File: src/port_expander_consts.svh
`ifndef PORT_EXPANDER_CONSTS_SVH
`define PORT_EXPANDER_CONSTS_SVH
// Summary of operation
// - D0 enables blink; D1 picks phase
// - D2 set: outputs use master intensity nibble
// - D2 clear: per-port intensity; extra pin master
// - D3 set: shared pin is change alert
// - D3 clear: shared pin uses D4/D5 only
// - no blink: D4 low drives, high floats
// - blink phase 0: pin follows D4
// - blink phase 1: pin follows D5
// - D7 shows change; alert pin low then if D3 set
// - D6 reads zero; D7/D6 writes ignored
// - direction bit 1 input, 0 output
// - direction registers read back last write
// - change clears on return or on a read of the changed port byte
// - configuration resets to 0x0C

// =====================================================================
// register addresses
`define ADDR_DIR_LOW      8'h06
`define ADDR_DIR_HIGH     8'h07
`define ADDR_DEV_CTRL     8'h0F

// =====================================================================
// device control field positions
`define BIT_BLINK_EN      0
`define BIT_BLINK_PHASE   1
`define BIT_GLOBAL_INT    2
`define BIT_ALERT_EN      3
`define BIT_LEVEL0        4
`define BIT_LEVEL1        5
`define BIT_ZERO          6
`define BIT_CHANGE        7

// =====================================================================
// reset values
`define RESET_DEV_CTRL    8'h0C
`define RESET_DIR_BYTE    8'hFF
`define RESET_BYTE        8'h00
`define RESET_HALF        16'h0000

// =====================================================================
// timing: cycles after reset release during which the compare sample
// keeps tracking the inputs; the filter needs four edges to show the
// pins, so the fifth edge is the first that samples settled levels
`define INIT_SAMPLE_CYCLES 3'h5
`define INIT_COUNT_ZERO    3'h0
`define INIT_COUNT_ONE     3'h1
`endif

File: src/port_expander_pkg.sv
package port_expander_pkg;
  // stored control bits of the device control register
  typedef struct packed {
    logic level1;      // extra output level, phase 1
    logic level0;      // extra output level, phase 0 / static
    logic alert_en;    // shared pin acts as change alert
    logic global_int;  // global intensity select
    logic blink_phase; // blink flip
    logic blink_en;    // blink enable
  } ctrl_type;

  // signals handed to the timing engine
  typedef struct packed {
    logic blink_en;    // blinking enabled
    logic blink_phase; // current phase (0 unless enabled)
    logic global_int;  // intensity from master register
  } engine_ctrl_type;
endpackage

File: src/input_sync.sv
`timescale 1ns/1ps
`include "port_expander_consts.svh"
// =====================================================================
// three-flop input path; a change counts once stages two and three agree
module input_sync #(
  parameter int WIDTH = 16
) (
  // clock and reset
  input  wire logic             clk,
  input  wire logic             reset,
  // pins in, filtered level out
  input  wire logic [WIDTH-1:0] pin_in,
  output logic      [WIDTH-1:0] level_out
);
  logic [WIDTH-1:0] stage1_reg; // metastability catch, read only by stage2
  logic [WIDTH-1:0] stage2_reg; // second stage
  logic [WIDTH-1:0] stage3_reg; // third stage

  // shift chain
  always_ff @(posedge clk or posedge reset) begin
    if (reset) begin
      stage1_reg <= '0;
      stage2_reg <= '0;
      stage3_reg <= '0;
    end else begin
      stage1_reg <= pin_in;
      stage2_reg <= stage1_reg;
      stage3_reg <= stage2_reg;
    end
  end

  // accept a bit only where the last two stages agree
  always_ff @(posedge clk or posedge reset) begin
    if (reset) begin
      level_out <= '0;
    end else begin
      level_out <= (stage2_reg & stage3_reg) | (level_out & (stage2_reg | stage3_reg));
    end
  end
endmodule // input_sync

File: src/port_expander_config_regs.sv
`timescale 1ns/1ps
`include "port_expander_consts.svh"
module port_expander_config_regs
  import port_expander_pkg::*;
(
  // clock and reset
  input  wire logic            clk,
  input  wire logic            reset,
  // register access from the serial slave
  input  wire logic            wr_en,
  input  wire logic [7:0]      wr_addr,
  input  wire logic [7:0]      wr_data,
  input  wire logic            rd_en,
  input  wire logic [7:0]      rd_addr,
  output logic      [7:0]      rd_data,
  output logic                 rd_valid,
  // input port register reads (refresh compare sample)
  input  wire logic            input_low_read,
  input  wire logic            input_high_read,
  // port pins as seen by the input buffers
  input  wire logic [15:0]     port_pin_in,
  // port directions and engine controls
  output logic      [15:0]     port_direction,
  output engine_ctrl_type      engine_ctrl,
  output logic                 change_detected,
  // shared alert / extra output pin, open drain
  input  wire logic            alert_pin_in,
  output logic                 alert_pin_out,
  output logic                 alert_pin_oe
);
  // =====================================================================
  // state
  ctrl_type    ctrl_reg;       // stored control bits
  logic [7:0]  dir_low_reg;    // ports 7..0 direction
  logic [7:0]  dir_high_reg;   // ports 15..8 direction
  logic [15:0] sample_reg;     // compare sample of inputs
  logic [15:0] level_sync;     // filtered pin levels
  logic        change_reg;     // change detected flag
  logic [2:0]  init_count_reg; // power-up sampling window
  logic        extra_level;    // selected extra output level
  logic        wr_ctrl;        // write to device control
  logic [15:0] mismatch;       // inputs differing from sample

  assign wr_ctrl  = wr_en && (wr_addr == `ADDR_DEV_CTRL);
  assign mismatch = (level_sync ^ sample_reg) & port_direction;

  // =====================================================================
  // pin filter
  input_sync #(.WIDTH(16)) u_input_sync (
    .clk       (clk),
    .reset     (reset),
    .pin_in    (port_pin_in),
    .level_out (level_sync)
  );

  // =====================================================================
  // device control register; D7 and D6 writes are dropped
  always_ff @(posedge clk or posedge reset) begin
    if (reset) begin
      ctrl_reg <= ctrl_type'(`RESET_DEV_CTRL);
    end else if (wr_ctrl) begin
      ctrl_reg <= ctrl_type'(wr_data[`BIT_LEVEL1:`BIT_BLINK_EN]);
    end
  end

  // =====================================================================
  // direction registers, 1 = input
  always_ff @(posedge clk or posedge reset) begin
    if (reset) begin
      dir_low_reg  <= `RESET_DIR_BYTE;
      dir_high_reg <= `RESET_DIR_BYTE;
    end else if (wr_en) begin
      if (wr_addr == `ADDR_DIR_LOW) begin
        dir_low_reg <= wr_data;
      end
      if (wr_addr == `ADDR_DIR_HIGH) begin
        dir_high_reg <= wr_data;
      end
    end
  end

  // registered copy for the port drivers
  always_ff @(posedge clk or posedge reset) begin
    if (reset) begin
      port_direction <= {`RESET_DIR_BYTE, `RESET_DIR_BYTE};
    end else begin
      port_direction <= {dir_high_reg, dir_low_reg};
    end
  end

  // =====================================================================
  // power-up window: the sample follows the pins until the filter settles,
  // so ports held at valid levels raise no change at power-up
  always_ff @(posedge clk or posedge reset) begin
    if (reset) begin
      init_count_reg <= `INIT_SAMPLE_CYCLES;
    end else if (init_count_reg != `INIT_COUNT_ZERO) begin
      init_count_reg <= init_count_reg - `INIT_COUNT_ONE;
    end
  end

  // =====================================================================
  // compare sample; port reads refresh their byte, control writes both
  always_ff @(posedge clk or posedge reset) begin
    if (reset) begin
      sample_reg <= `RESET_HALF;
    end else begin
      if (input_low_read || wr_ctrl || (init_count_reg != `INIT_COUNT_ZERO)) begin
        sample_reg[7:0] <= level_sync[7:0];
      end
      if (input_high_read || wr_ctrl || (init_count_reg != `INIT_COUNT_ZERO)) begin
        sample_reg[15:8] <= level_sync[15:8];
      end
    end
  end

  // level flag: clears by itself once inputs match the sample again;
  // a read of the port byte that holds the change ends it the same way.
  // held off during the power-up window, where the sample still lags
  // the filter by one edge and would flash a false alert
  always_ff @(posedge clk or posedge reset) begin
    if (reset) begin
      change_reg <= 1'b0;
    end else begin
      change_reg <= (|mismatch) && (init_count_reg == `INIT_COUNT_ZERO);
    end
  end

  assign change_detected = change_reg;

  // =====================================================================
  // controls for the timing engine
  always_ff @(posedge clk or posedge reset) begin
    if (reset) begin
      engine_ctrl <= '0;
    end else begin
      engine_ctrl.blink_en    <= ctrl_reg.blink_en;
      engine_ctrl.blink_phase <= ctrl_reg.blink_en && ctrl_reg.blink_phase;
      engine_ctrl.global_int  <= ctrl_reg.global_int;
    end
  end

  // =====================================================================
  // shared pin: alert when enabled, else extra output levels
  assign extra_level = (ctrl_reg.blink_en && ctrl_reg.blink_phase) ? ctrl_reg.level1
                                                                   : ctrl_reg.level0;

  // open drain: only ever drives low
  always_ff @(posedge clk or posedge reset) begin
    if (reset) begin
      alert_pin_out <= 1'b0;
      alert_pin_oe  <= 1'b0;
    end else begin
      alert_pin_out <= 1'b0;
      if (ctrl_reg.alert_en) begin
        alert_pin_oe <= change_reg;
      end else begin
        alert_pin_oe <= !extra_level;
      end
    end
  end

  // =====================================================================
  // read port; unmapped addresses read zero
  always_ff @(posedge clk or posedge reset) begin
    if (reset) begin
      rd_data  <= `RESET_BYTE;
      rd_valid <= 1'b0;
    end else begin
      rd_valid <= rd_en;
      if (rd_en) begin
        case (rd_addr)
          `ADDR_DIR_LOW:  rd_data <= dir_low_reg;
          `ADDR_DIR_HIGH: rd_data <= dir_high_reg;
          `ADDR_DEV_CTRL: rd_data <= {change_reg, 1'b0, ctrl_reg};
          default:        rd_data <= `RESET_BYTE;
        endcase
      end
    end
  end

  // =====================================================================
  // assertions
  property p_ctrl_write;
    @(posedge clk) disable iff (reset)
    wr_ctrl |=> (ctrl_reg.blink_en == $past(wr_data[`BIT_BLINK_EN]))
                && (ctrl_reg.blink_phase == $past(wr_data[`BIT_BLINK_PHASE]));
  endproperty
  a_ctrl_write: assert property (p_ctrl_write) else $error("control write not stored");

  property p_static_level;
    @(posedge clk) disable iff (reset)
    (!ctrl_reg.alert_en && !ctrl_reg.blink_en && !wr_ctrl) |=> (alert_pin_oe == !ctrl_reg.level0);
  endproperty
  a_static_level: assert property (p_static_level) else $error("static extra output wrong");

  property p_phase0_level;
    @(posedge clk) disable iff (reset)
    (!ctrl_reg.alert_en && ctrl_reg.blink_en && !ctrl_reg.blink_phase) |=> (alert_pin_oe == !$past(ctrl_reg.level0));
  endproperty
  a_phase0_level: assert property (p_phase0_level) else $error("phase 0 extra output wrong");

  property p_phase1_level;
    @(posedge clk) disable iff (reset)
    (!ctrl_reg.alert_en && ctrl_reg.blink_en && ctrl_reg.blink_phase) |=> (alert_pin_oe == !$past(ctrl_reg.level1));
  endproperty
  a_phase1_level: assert property (p_phase1_level) else $error("phase 1 extra output wrong");

  property p_alert_pin;
    @(posedge clk) disable iff (reset)
    ctrl_reg.alert_en |=> (alert_pin_oe == $past(change_reg)) && !alert_pin_out;
  endproperty
  a_alert_pin: assert property (p_alert_pin) else $error("alert pin does not follow change flag");

  property p_ctrl_read;
    @(posedge clk) disable iff (reset)
    (rd_en && rd_addr == `ADDR_DEV_CTRL) |=> rd_valid && !rd_data[`BIT_ZERO]
                                             && (rd_data[`BIT_CHANGE] == $past(change_reg));
  endproperty
  a_ctrl_read: assert property (p_ctrl_read) else $error("control read back wrong");

  property p_dir_write;
    @(posedge clk) disable iff (reset)
    (wr_en && wr_addr == `ADDR_DIR_HIGH) |=> ##1 (port_direction[15:8] == $past(wr_data, 2));
  endproperty
  a_dir_write: assert property (p_dir_write) else $error("direction not applied");

  property p_dir_read;
    @(posedge clk) disable iff (reset)
    (rd_en && rd_addr == `ADDR_DIR_LOW) |=> (rd_data == $past(dir_low_reg));
  endproperty
  a_dir_read: assert property (p_dir_read) else $error("direction read back wrong");

  property p_sample_refresh;
    @(posedge clk) disable iff (reset)
    input_low_read |=> (sample_reg[7:0] == $past(level_sync[7:0]));
  endproperty
  a_sample_refresh: assert property (p_sample_refresh) else $error("sample not refreshed");

  c_change_seen:  cover property (@(posedge clk) disable iff (reset) $rose(change_reg));
  c_blink_phase1: cover property (@(posedge clk) disable iff (reset) engine_ctrl.blink_phase);
  c_extra_low:    cover property (@(posedge clk) disable iff (reset) !ctrl_reg.alert_en && alert_pin_oe);
endmodule // port_expander_config_regs

File: config.mk
export PLATFORM = sky130hd
export DESIGN_NAME = port_expander_config_regs
export DESIGN_NICKNAME = d
export VERILOG_FILES = /design/src/port_expander_pkg.sv /design/src/input_sync.sv /design/src/port_expander_config_regs.sv
export VERILOG_INCLUDE_DIRS = /design/src
export SDC_FILE = /design/constraint.sdc
export NUM_CORES = 1
export LEC_CHECK = 0
export ABC_AREA = 1
export BUFFER_PORTS_ARGS = -buffer_cell sky130_fd_sc_hd__buf_2
export CAP_MARGIN = 10
export CORE_MARGIN = 8
export CORE_UTILIZATION = 56
export CTS_CLUSTER_DIAMETER = 100
export DETAILED_ROUTE_END_ITERATION = 7
export GPL_ROUTABILITY_DRIVEN = 0
export PLACE_DENSITY = 0.75
export RECOVER_POWER = 50
export SLEW_MARGIN = 5
export SYNTH_ARGS = -nofsm -noshare
export SYNTH_HDL_FRONTEND = slang
export SYNTH_HIERARCHICAL = 1
export SYNTH_SLANG_ARGS = --single-unit
File: constraint.sdc
create_clock -name clk -period 2.5 [get_ports clk]
set_input_delay 0.5 -clock clk [delete_from_list [all_inputs] [get_ports clk]]
set_output_delay 0.5 -clock clk [all_outputs]
set_load 0.05 [all_outputs]
## After elaboration in Yosys (flattened, before gate mapping)

Index checks and enable logic that the tools add are counted.
W data, S select, Z words.

| cells by class | value |
|---|---|
| $add $sub $neg | 1 |
| multipliers | 0 |
| div/mod/pow operators | 0 |
| order comparisons | 0 |
| eq/ne operators | 6 |
| shift operators | 0 |
| multiplexer cells | 3 |
| bitwise gates (word level) | 6 |
| reductions and logical operators | 13 |

Operators by type and width:

| cell | count |
|---|---|
| $and A16 B16 Y16 | 3 |
| $eq A8 B3 Y1 const B | 4 |
| $or A16 B16 Y16 | 2 |
| $pmux W8 S3 | 1 |
| $eq A8 B4 Y1 const B | 2 |
| $reduce_or A16 Y1 | 1 |
| $xor A16 B16 Y16 | 1 |
| $logic_or A1 B1 Y1 | 4 |
| $reduce_and A2 Y1 | 2 |
| $logic_and A1 B1 Y1 | 3 |
| $logic_not A3 Y1 | 1 |
| $reduce_bool A3 Y1 | 1 |
| $sub A3 B1 Y3 const B | 1 |
| $mux W1 | 2 |
| $logic_not A1 Y1 | 1 |

| storage, ports and cells | value |
|---|---|
| flip-flop bits (word level) | 135 |
| latch bits | 0 |
| RAM bits | 0 |
| memory bits (read-only) | 0 |
| input bits | 47 |
| logic and storage cells | 52 |
| memories | 0 |

## Longest topological paths before layout

Gate-level depths: netlist of the first run.

| logic depth | value |
|---|---|
| depth after elaboration | 4 |
| depth in mapped cells | 8 |
| gate-level depth less buffers | 8 |

## Hierarchy

The synthesis of the first run kept the hierarchy.

By module, submodules not included:

| module | instances | cells each | area each (µm²) | sequential area each (µm²) |
|---|---|---|---|---|
| port_expander_config_regs | 1 | 363 | 3225.6 | 1821.7 |
| input_sync | 1 | 129 | 1865.5 | 1601.5 |

## Worst setup path before layout of the first run

Ideal clock, no wire load.

| timing path | value |
|---|---|
| kind | input to register |
| from | in wr_addr[7] |
| to | reg sample_reg[13] |
| data arrival time | 1.197 ns |
| data required time | 2.374 ns |
| slack | 1.177 ns |
| stages | 7 |
| cell sequence | nor2_1 > nand2_1 > inv_2 > nand3b_4 > nand3b_4 > buf_8 > o21ai_0 |

| between the ends | value |
|---|---|
| longest elaborated chain between the ends | 4 |

RTL lines:

| what | RTL line | text |
|---|---|---|
| from (decl) | port_expander_config_regs.sv:11 | `input wire logic [7:0] wr_addr,` |
| $eq A8 B4 Y1 (no source line) | -- |  |
| $logic_and A1 B1 Y1 | port_expander_config_regs.sv:44 | `` assign wr_ctrl = wr_en && (wr_addr == `ADDR_DEV_CTRL); `` |
| $logic_or A1 B1 Y1 (2 in series) | port_expander_config_regs.sv:111 | `` if (input_high_read \|\| wr_ctrl \|\| (init_count_reg != `INIT_COUNT_ZERO)) begin `` |
| to (signal assigned) | port_expander_config_regs.sv:106 | `` sample_reg <= `RESET_HALF; `` |
| to (signal assigned) | port_expander_config_regs.sv:112 | `sample_reg[15:8] <= level_sync[15:8];` |
| to (decl) | port_expander_config_regs.sv:36 | `logic [15:0] sample_reg;` |

No other way between the ends.
A chain may end at the register's enable or synchronous reset.

## Final worst setup path of the first run

| timing path | value |
|---|---|
| from | reg port_direction[11] |
| to | out port_direction[11] |

RTL lines:

| what | RTL line | text |
|---|---|---|
| from (decl) | port_expander_config_regs.sv:23 | `output logic [15:0] port_direction,` |
| from (signal assigned) | port_expander_config_regs.sv:85 | `` port_direction <= {`RESET_DIR_BYTE, `RESET_DIR_BYTE}; `` |
| from (signal assigned) | port_expander_config_regs.sv:87 | `port_direction <= {dir_high_reg, dir_low_reg};` |

No word-level cell between the ends.

==> summary.txt, run 1 <==
Run status
  – Outcome: complete, no violations

Timing
  – Transition time at the pin with the least slew margin: 1.08 ns
  – Final-report max-slew violation count: 0
  – Total negative setup slack: 0 ns
  – Final setup violation count: 0
  – Setup repair after global routing missed its margin: no
  – Max Clock Freq: 545 MHz
  – Final cycle utilization of the critical path: 73.4%
  – Minimum clock period after layout: 1.83 ns
  – Final hold violation count: 0
  – Maximum clock skew at final layout: 0.00978 ns
  – Worst relative slew slack: 28.2%

Floorplanning
  – Die Area: 12400 um^2
  – Initial standard-cell utilization of the core: 58.1%
  – Std cell rows: 34
  – Number of ports placed on the die boundary: 78
  – Vertical die dimension: 111 um
  – Core Footprint: 8760 um^2
  – Die width: 111 um

Route
  – Antenna-violating nets left: 0
  – Vias after detailed routing: 3620
  – Total detailed-routing wirelength: 10800 um
  – Drt first-iter violations: 224
  – DRC violations left: 0
  – Via density per instance: 5.17
  – DR pass1 iterations: 5
  – Post-detailed-route wirelength per cell: 15.4 um

Hold path
  – Hold crit path type: in2reg
  – Number of cells on the worst hold path: 1

Layout
  – Layout cell share with drive strength beyond 1: 22.6%
  – Area Growth Syn to Fin: 21.7%
  – # diodes: 0
  – Fill count: 617
  – Post-route cell area: 6200 um^2
  – Final cell count without fillers: 700
  – Nets: 628

Clock network
  – Setup Fix Bufs, Post-CTS: 0
  – Post-cts resize count: 0
  – Clock-pin transition on the worst setup and hold timing paths: 0.06 ns
  – H-Tree Level Count: 4
  – # clock sinks: 135
  – Clock tree root driver cell: clkbuf_8
  – CTS Hold Buffers Added: 1
  – Later-pin clock latency in the skew report: 0.52 ns
  – TritonCTS clock tree: built
  – Buffer levels on the longest clock path: 2
  – TritonCTS buffer count: 17

Logic synthesis
  – Mean area per synthesized cell: 10.3 um^2
  – Fraction of the mapped netlist area in adder cells: 0.492%
  – Compound-Gate Fraction of Synth Area: 5.90%
  – Area of the mapped netlist: 5090 um^2
  – Share of cell area taken by muxes after synthesis: 0%
  – Share of the yosys chip area belonging to registers: 67.2%
  – Number of cells produced by synthesis: 492
  – Number of nets produced by synthesis: 541
  – Flop and latch count out of synthesis: 135
  – Post-synthesis share of cell area spent on and, or, nand and nor gates: 19.3%
  – Combinational family with the most area after synthesis: simple AND/OR/NAND/NOR gates
  – Synth unique cells: 27
  – Xor and xnor area share after synthesis: 0.344%
  – Synthesis Warnings: 6

Worst setup path
  – Startpoint type of the worst setup path: register
  – Largest delay share family, worst path: flip-flops
  – Setup slack of the worst register-to-register path: 1.01 ns
  – Critical path capture point type: output pin
  – Reg-to-Reg End: sample_reg[15]
  – Data required time of the critical path: 2.00 ns
  – Worst-path fanout max: 2
  – Launching point of the worst reg2reg path: init_count_reg[0]
  – Cells traversed along the worst timing path: buf_2
  – Crit Path Category: reg2out
  – Critical path capture point: port_direction[11]
  – Depth of the critical timing path with buffers and inverters included: 1
  – Data arrival time of the critical path: 1.33 ns
  – Total buffers and inverters traversed by the critical path: 1
  – Slowest CP cell: dfstp_2
  – CP Launch Point: port_direction[11]
  – Largest incremental delay on the critical path: 0.55 ns
  – Number of cells on the worst reg-to-reg path: 6

Global routing
  – Number of global-route vias before repair: 3882
  – Sum of overflow across all layers after global routing: 0
  – First-pass GRT wire length: 18400 um
  – Largest net degree at the start of global routing: 56
  – Number of antenna violations at the first check in global routing: 0
  – GRT Total Usage: 18.4%

Pwr
  – Worst VDD drop: 0.418 mV
  – PwrDens: 912 nW/um^2
  – Leakage component of the power: 3.17 nW

Place
  – Number of port buffers: 75
  – Half-perimeter wire length after placement: 7140 um
  – Instance area at placement: 5560 um^2
  – DP Cell Count: 667

Flow run
  – Total of max-cap violations: 0
==> worst min path at each step <==
stage                                    start                         end  slack (ns)
global route                    port_pin_in[5]  u_input_sync/stage1_reg[5]        0.06
floorplan           u_input_sync/stage1_reg[0]  u_input_sync/stage2_reg[0]        0.33
CTS                             port_pin_in[2]  u_input_sync/stage1_reg[2]        0.07
detailed placement  u_input_sync/stage1_reg[1]  u_input_sync/stage2_reg[1]        0.33
finish                          port_pin_in[5]  u_input_sync/stage1_reg[5]        0.08
global placement    u_input_sync/stage1_reg[2]  u_input_sync/stage2_reg[2]        0.33
==> cells by family (layout without fill, tap and decap cells) <==
group,Yosys count,count (layout)
xor+xnor,2,2
compound gates,57,57
other cells,1,1
simple gates,217,217
flops,135,135
buf+inv,78,178
fa+ha+maj,2,2
==> power by group <==
| group | switching, mW | internal [mW] |
|---|---|---|
| clock | 0.870 | 1.93 |
| sequential | 0.111 | 2.34 |
| combinational | 0.277 | 0.123 |
| total | 1.26 | 4.39 |
==> cell usage after synthesis <==
cell      number  area [um^2]
buf_6          1         11.3
nand3_1       45          225
and2_1         1         6.26
inv_1         67          251
nand2_1      130          488
ha_1           2         25.0
inv_2          1         3.75
dfstp_2       36          946
clkbuf_2       1         5.00
dfrtp_1       99         2480
nand4_4        2         42.5
o21ai_0       29          145
buf_4          3         22.5
nor2_4         2         22.5
buf_8          2         30.0
nand3b_4       3         60.1
nand2_2        2         12.5
a21oi_1       16         80.1
nor3_2         1         10.0
o21ai_2        4         35.0
clkbuf_1       1         3.75
buf_2          2         10.0
conb_1         1         3.75
xor2_1         1         8.76
nor2_1        31          116
xnor2_1        1         8.76
o21ai_1        8         40.0
==> per-layer routing <==
metal,up-vias,wire (um),track usage [%]
li1,1698,-,-
met1,1769,4550,22.6
met2,131,5340,29.2
met3,22,644,6.12
met4,0,236,7.56
met5,-,0,0
==> area by class of cell <==
class                   count  area, um^2  share of cell area (%)
flip-flops and latches    135        3420                    55.2
clock inverters             8         193                    3.11
multi-input cells         279        1290                    20.8
clock buffers              24         480                    7.75
repair buffers             78         423                    6.82
well taps                 108         135                    2.18
inverters                  68         255                    4.12
==> stage by stage <==
step / hold WS, ns / power (mW) / utilization [%] / worst slack [ns]
floorplan: 0.331 / 2.74 / - / 0.263
CTS: 0.0715 / 5.69 / 71.2 / 0.659
finish: 0.0819 / 5.65 / 70.7 / 0.666
global placement: 0.332 / 2.86 / 63.4 / 0.797
detailed placement: 0.335 / 2.88 / 63.4 / 0.701
global route: 0.0589 / 5.86 / 70.7 / 0.629
==> layout by cell type, fill, tap and decap left out, drive strengths merged, types with 2 or more instances in the layout <==
cell	n
nand2	132
dfrtp	99
buf	75
inv	68
nand3	45
o21ai	41
dfstp	36
nor2	33
clkbuf	26
a21oi	16
bufinv	6
nand3b	3
nand4	2
ha	2
No activity file was read; power rests on OpenSTA's default activity.
==> run 2, diff against run 1 <==
--- a/config.mk
+++ b/config.mk
@@ -10,11 +10,11 @@
 export BUFFER_PORTS_ARGS = -buffer_cell sky130_fd_sc_hd__buf_2
 export CAP_MARGIN = 10
 export CORE_MARGIN = 8
-export CORE_UTILIZATION = 56
+export CORE_UTILIZATION = 50
 export CTS_CLUSTER_DIAMETER = 100
 export DETAILED_ROUTE_END_ITERATION = 7
 export GPL_ROUTABILITY_DRIVEN = 0
-export PLACE_DENSITY = 0.75
+export PLACE_DENSITY = 0.7
 export RECOVER_POWER = 50
 export SLEW_MARGIN = 5
 export SYNTH_ARGS = -nofsm -noshare
==> constraint.sdc (replaced) <==
create_clock -name clk -period 1.5 [get_ports clk]
set_input_delay 0.3 -clock clk [delete_from_list [all_inputs] [get_ports clk]]
set_output_delay 0.3 -clock clk [all_outputs]
set_load 0.05 [all_outputs]
==> summary.txt, run 2 (synthesis gave the netlist of run 1 again) <==
Timing
  – Final-report max-slew violation count: 0 (unchanged)
  – Final hold violation count: 0 (unchanged)
  – Final cycle utilization of the critical path: 105%
  – Worst relative slew slack: 34.9% (was 28.2%)
  – Final setup slack of the worst path: -0.0784 ns (was 0.666 ns)
  – Transition time at the pin with the least slew margin: 0.976 ns (was 1.08 ns)
  – Maximum clock skew at final layout: 0.00985 ns (was 0.00978 ns)
  – Minimum clock period after layout: 1.58 ns
  – Setup repair after global routing missed its margin: yes (was no)
  – Final setup violation count: 16 (was 0)
  – Worst Hold Margin: 0.0417 ns (was 0.0819 ns)
  – Total negative setup slack: -0.473 ns (was 0 ns)
  – Max Clock Freq: 634 MHz

Worst setup path
  – Setup slack of the worst register-to-register path: 0.07 ns (was 1.01 ns)
  – Crit Path Category: reg2out (unchanged)
  – Total buffers and inverters traversed by the critical path: 1 (unchanged)
  – Depth of the critical timing path with buffers and inverters included: 1 (unchanged)
  – Largest incremental delay on the critical path: 0.60 ns (was 0.55 ns)
  – Number of cells on the worst reg-to-reg path: 8 (was 6)
  – Data required time of the critical path: 1.20 ns (was 2.00 ns)
  – Slowest CP cell: dfstp_2 (unchanged)
  – Cells traversed along the worst timing path: buf_8 (was buf_2)
  – Critical path capture point type: output pin (unchanged)
  – Launching point of the worst reg2reg path: init_count_reg[0] (unchanged)
  – Largest delay share family, worst path: flip-flops (unchanged)
  – Worst-path fanout max: 2 (unchanged)
  – Startpoint type of the worst setup path: register (unchanged)
  – Data arrival time of the critical path: 1.28 ns (was 1.33 ns)
  – CP Launch Point: port_direction[1] (was port_direction[11])

Clock network
  – TritonCTS clock tree: built (unchanged)
  – # clock sinks: 135 (unchanged)
  – TritonCTS buffer count: 17 (unchanged)
  – Buffer levels on the longest clock path: 2 (unchanged)
  – Clock-pin transition on the worst setup and hold timing paths: 0.07 ns (was 0.06 ns)
  – Clock tree root driver cell: clkbuf_8 (unchanged)
  – H-Tree Level Count: 4 (unchanged)
  – Later-pin clock latency in the skew report: 0.52 ns (about the same)

Global routing
  – First-pass GRT wire length: 19400 um (was 18400 um)
  – Largest net degree at the start of global routing: 72 (was 56)
  – Number of antenna violations at the first check in global routing: 0 (unchanged)
  – GRT Total Usage: 18.6% (was 18.4%)
  – Number of global-route vias before repair: 4000 (was 3882)
  – Sum of overflow across all layers after global routing: 0 (unchanged)

Route
  – Total detailed-routing wirelength: 11600 um (was 10800 um)
  – DRC violations left: 0 (unchanged)
  – Antenna-violating nets left: 0 (unchanged)
  – DR pass1 iterations: 4 (was 5)
  – Vias after detailed routing: 3736 (was 3620)
  – Post-detailed-route wirelength per cell: 15.3 um (was 15.4 um)
  – Drt first-iter violations: 266 (was 224)
  – Via density per instance: 4.93 (was 5.17)

Layout
  – Final cell count without fillers: 758 (was 700)
  – Fill count: 810 (was 617)
  – Area Growth Syn to Fin: 30.6% (was 21.7%)
  – Nets: 658 (was 628)
  – Layout cell share with drive strength beyond 1: 25.7% (was 22.6%)
  – Final Util: 65.9% (was 70.7%)
  – Most common library cell in the layout ignoring fill and taps: nand2_1 (unchanged)
  – Post-route cell area: 6650 um^2 (was 6200 um^2)
  – Most frequent cells in the layout: nand2_1 (130), dfrtp_1 (99), inv_1 (64) (was nand2_1 (130), dfrtp_1 (99), buf_2 (73))
  – # diodes: 0 (unchanged)

Floorplanning
  – Core Footprint: 10100 um^2 (was 8760 um^2)
  – Std cell rows: 37 (was 34)
  – Die width: 117 um (was 111 um)
  – Number of ports placed on the die boundary: 78 (unchanged)
  – Vertical die dimension: 117 um (was 111 um)
  – Die Area: 13700 um^2 (was 12400 um^2)
  – Initial standard-cell utilization of the core: 50.4% (was 58.1%)

Flow run
  – Total of max-cap violations: 0 (unchanged)

Hold path
  – Number of cells on the worst hold path: 3 (was 1)
  – Origin of the worst min-delay path: wr_data[0] (was port_pin_in[5])
  – Hold crit path type: in2reg (unchanged)

Place
  – Half-perimeter wire length after placement: 7310 um (was 7140 um)
  – Instance area at placement: 5660 um^2 (was 5560 um^2)
  – Number of port buffers: 75 (unchanged)
  – DP Cell Count: 701 (was 667)

Pwr
  – PwrDens: 1350 nW/um^2 (was 912 nW/um^2)
  – Leakage component of the power: 3.33 nW (was 3.17 nW)
  – Worst VDD drop: 0.619 mV (was 0.418 mV)

Run status
  – Outcome: finished with violations (was complete, no violations)
  – Failing checks: negative setup slack
-- run 2: cell types whose count changed in the layout (fill, tap and decap cells not counted), sizes merged --
cell         delta
nand3b          +2
bufinv          -3
buf             +9
clkinvlp        +6
clkinv          +4
dlygate4sd3    +17
clkbuf          -5
-- run 2: repair_timing --
item,CTS,global route
endpoints found under the setup margin,20,31
pin swaps,2,1
gates cloned,1,1
endpoints found under the hold margin,63,0
gates resized for setup,53,2
hold buffers,18,0
setup buffers,1,4
-- run 2: worst paths after layout --
path,end
worst max-delay path,port_direction[1]
worst min-delay path,dir_high_reg[0]
worst max register to register,sample_reg[6]
worst min register to register,u_input_sync/stage2_reg[3]
max in group asynchronous,alert_pin_oe
min in group asynchronous,u_input_sync/stage1_reg[5]
-- run 2: final cells by class --
cell class                      count  area [um^2]  area share, %
Tap cell                          136          170           2.56
Clock buffer                       17          414           6.23
Sequential cell                   135         3420           51.5
Timing Repair Buffer              106          847           12.7
Multi-Input combinational cell    281         1360           20.4
Inverter                           68          260           3.91
Clock inverter                     15          178           2.67
-- run 2: metal layers --
metal | vias to the layer above | track usage [%] | wire length [um]
li1 | 1769 | - | -
met1 | 1820 | 23.0 | 4940
met2 | 121 | 30.8 | 5810
met3 | 26 | 4.52 | 632
met4 | 0 | 7.68 | 232
met5 | - | 0 | 0
-- run 2: where the power goes --
group          total (mW)  leakage, nW  internal, mW  switching (mW)
Sequential           4.10         1.58          3.90           0.195
Combinational       0.779         1.47         0.296           0.483
Clock                4.11        0.277          2.53            1.57
-- run 2: worst register-to-register path, cell delays in order (launching register included) --
cell      delay (ns)
dfstp_2         0.52
inv_2           0.05
ha_1            0.19
inv_1           0.09
nor2_4          0.05
buf_12          0.14
nand3b_4        0.14
nand2_1         0.08
o21ai_0         0.08
-- run 2: per-stage QoR --
stage | worst slack, ns | power, mW
2_1_floorplan | 0.185 | 4.57
3_3_place_gp | 0.115 | 4.78
3_5_place_dp | 0.0410 | 4.82
4_1_cts | -0.0801 | 9.03
5_1_grt | -0.0880 | 9.32
6_report | -0.0784 | 8.98
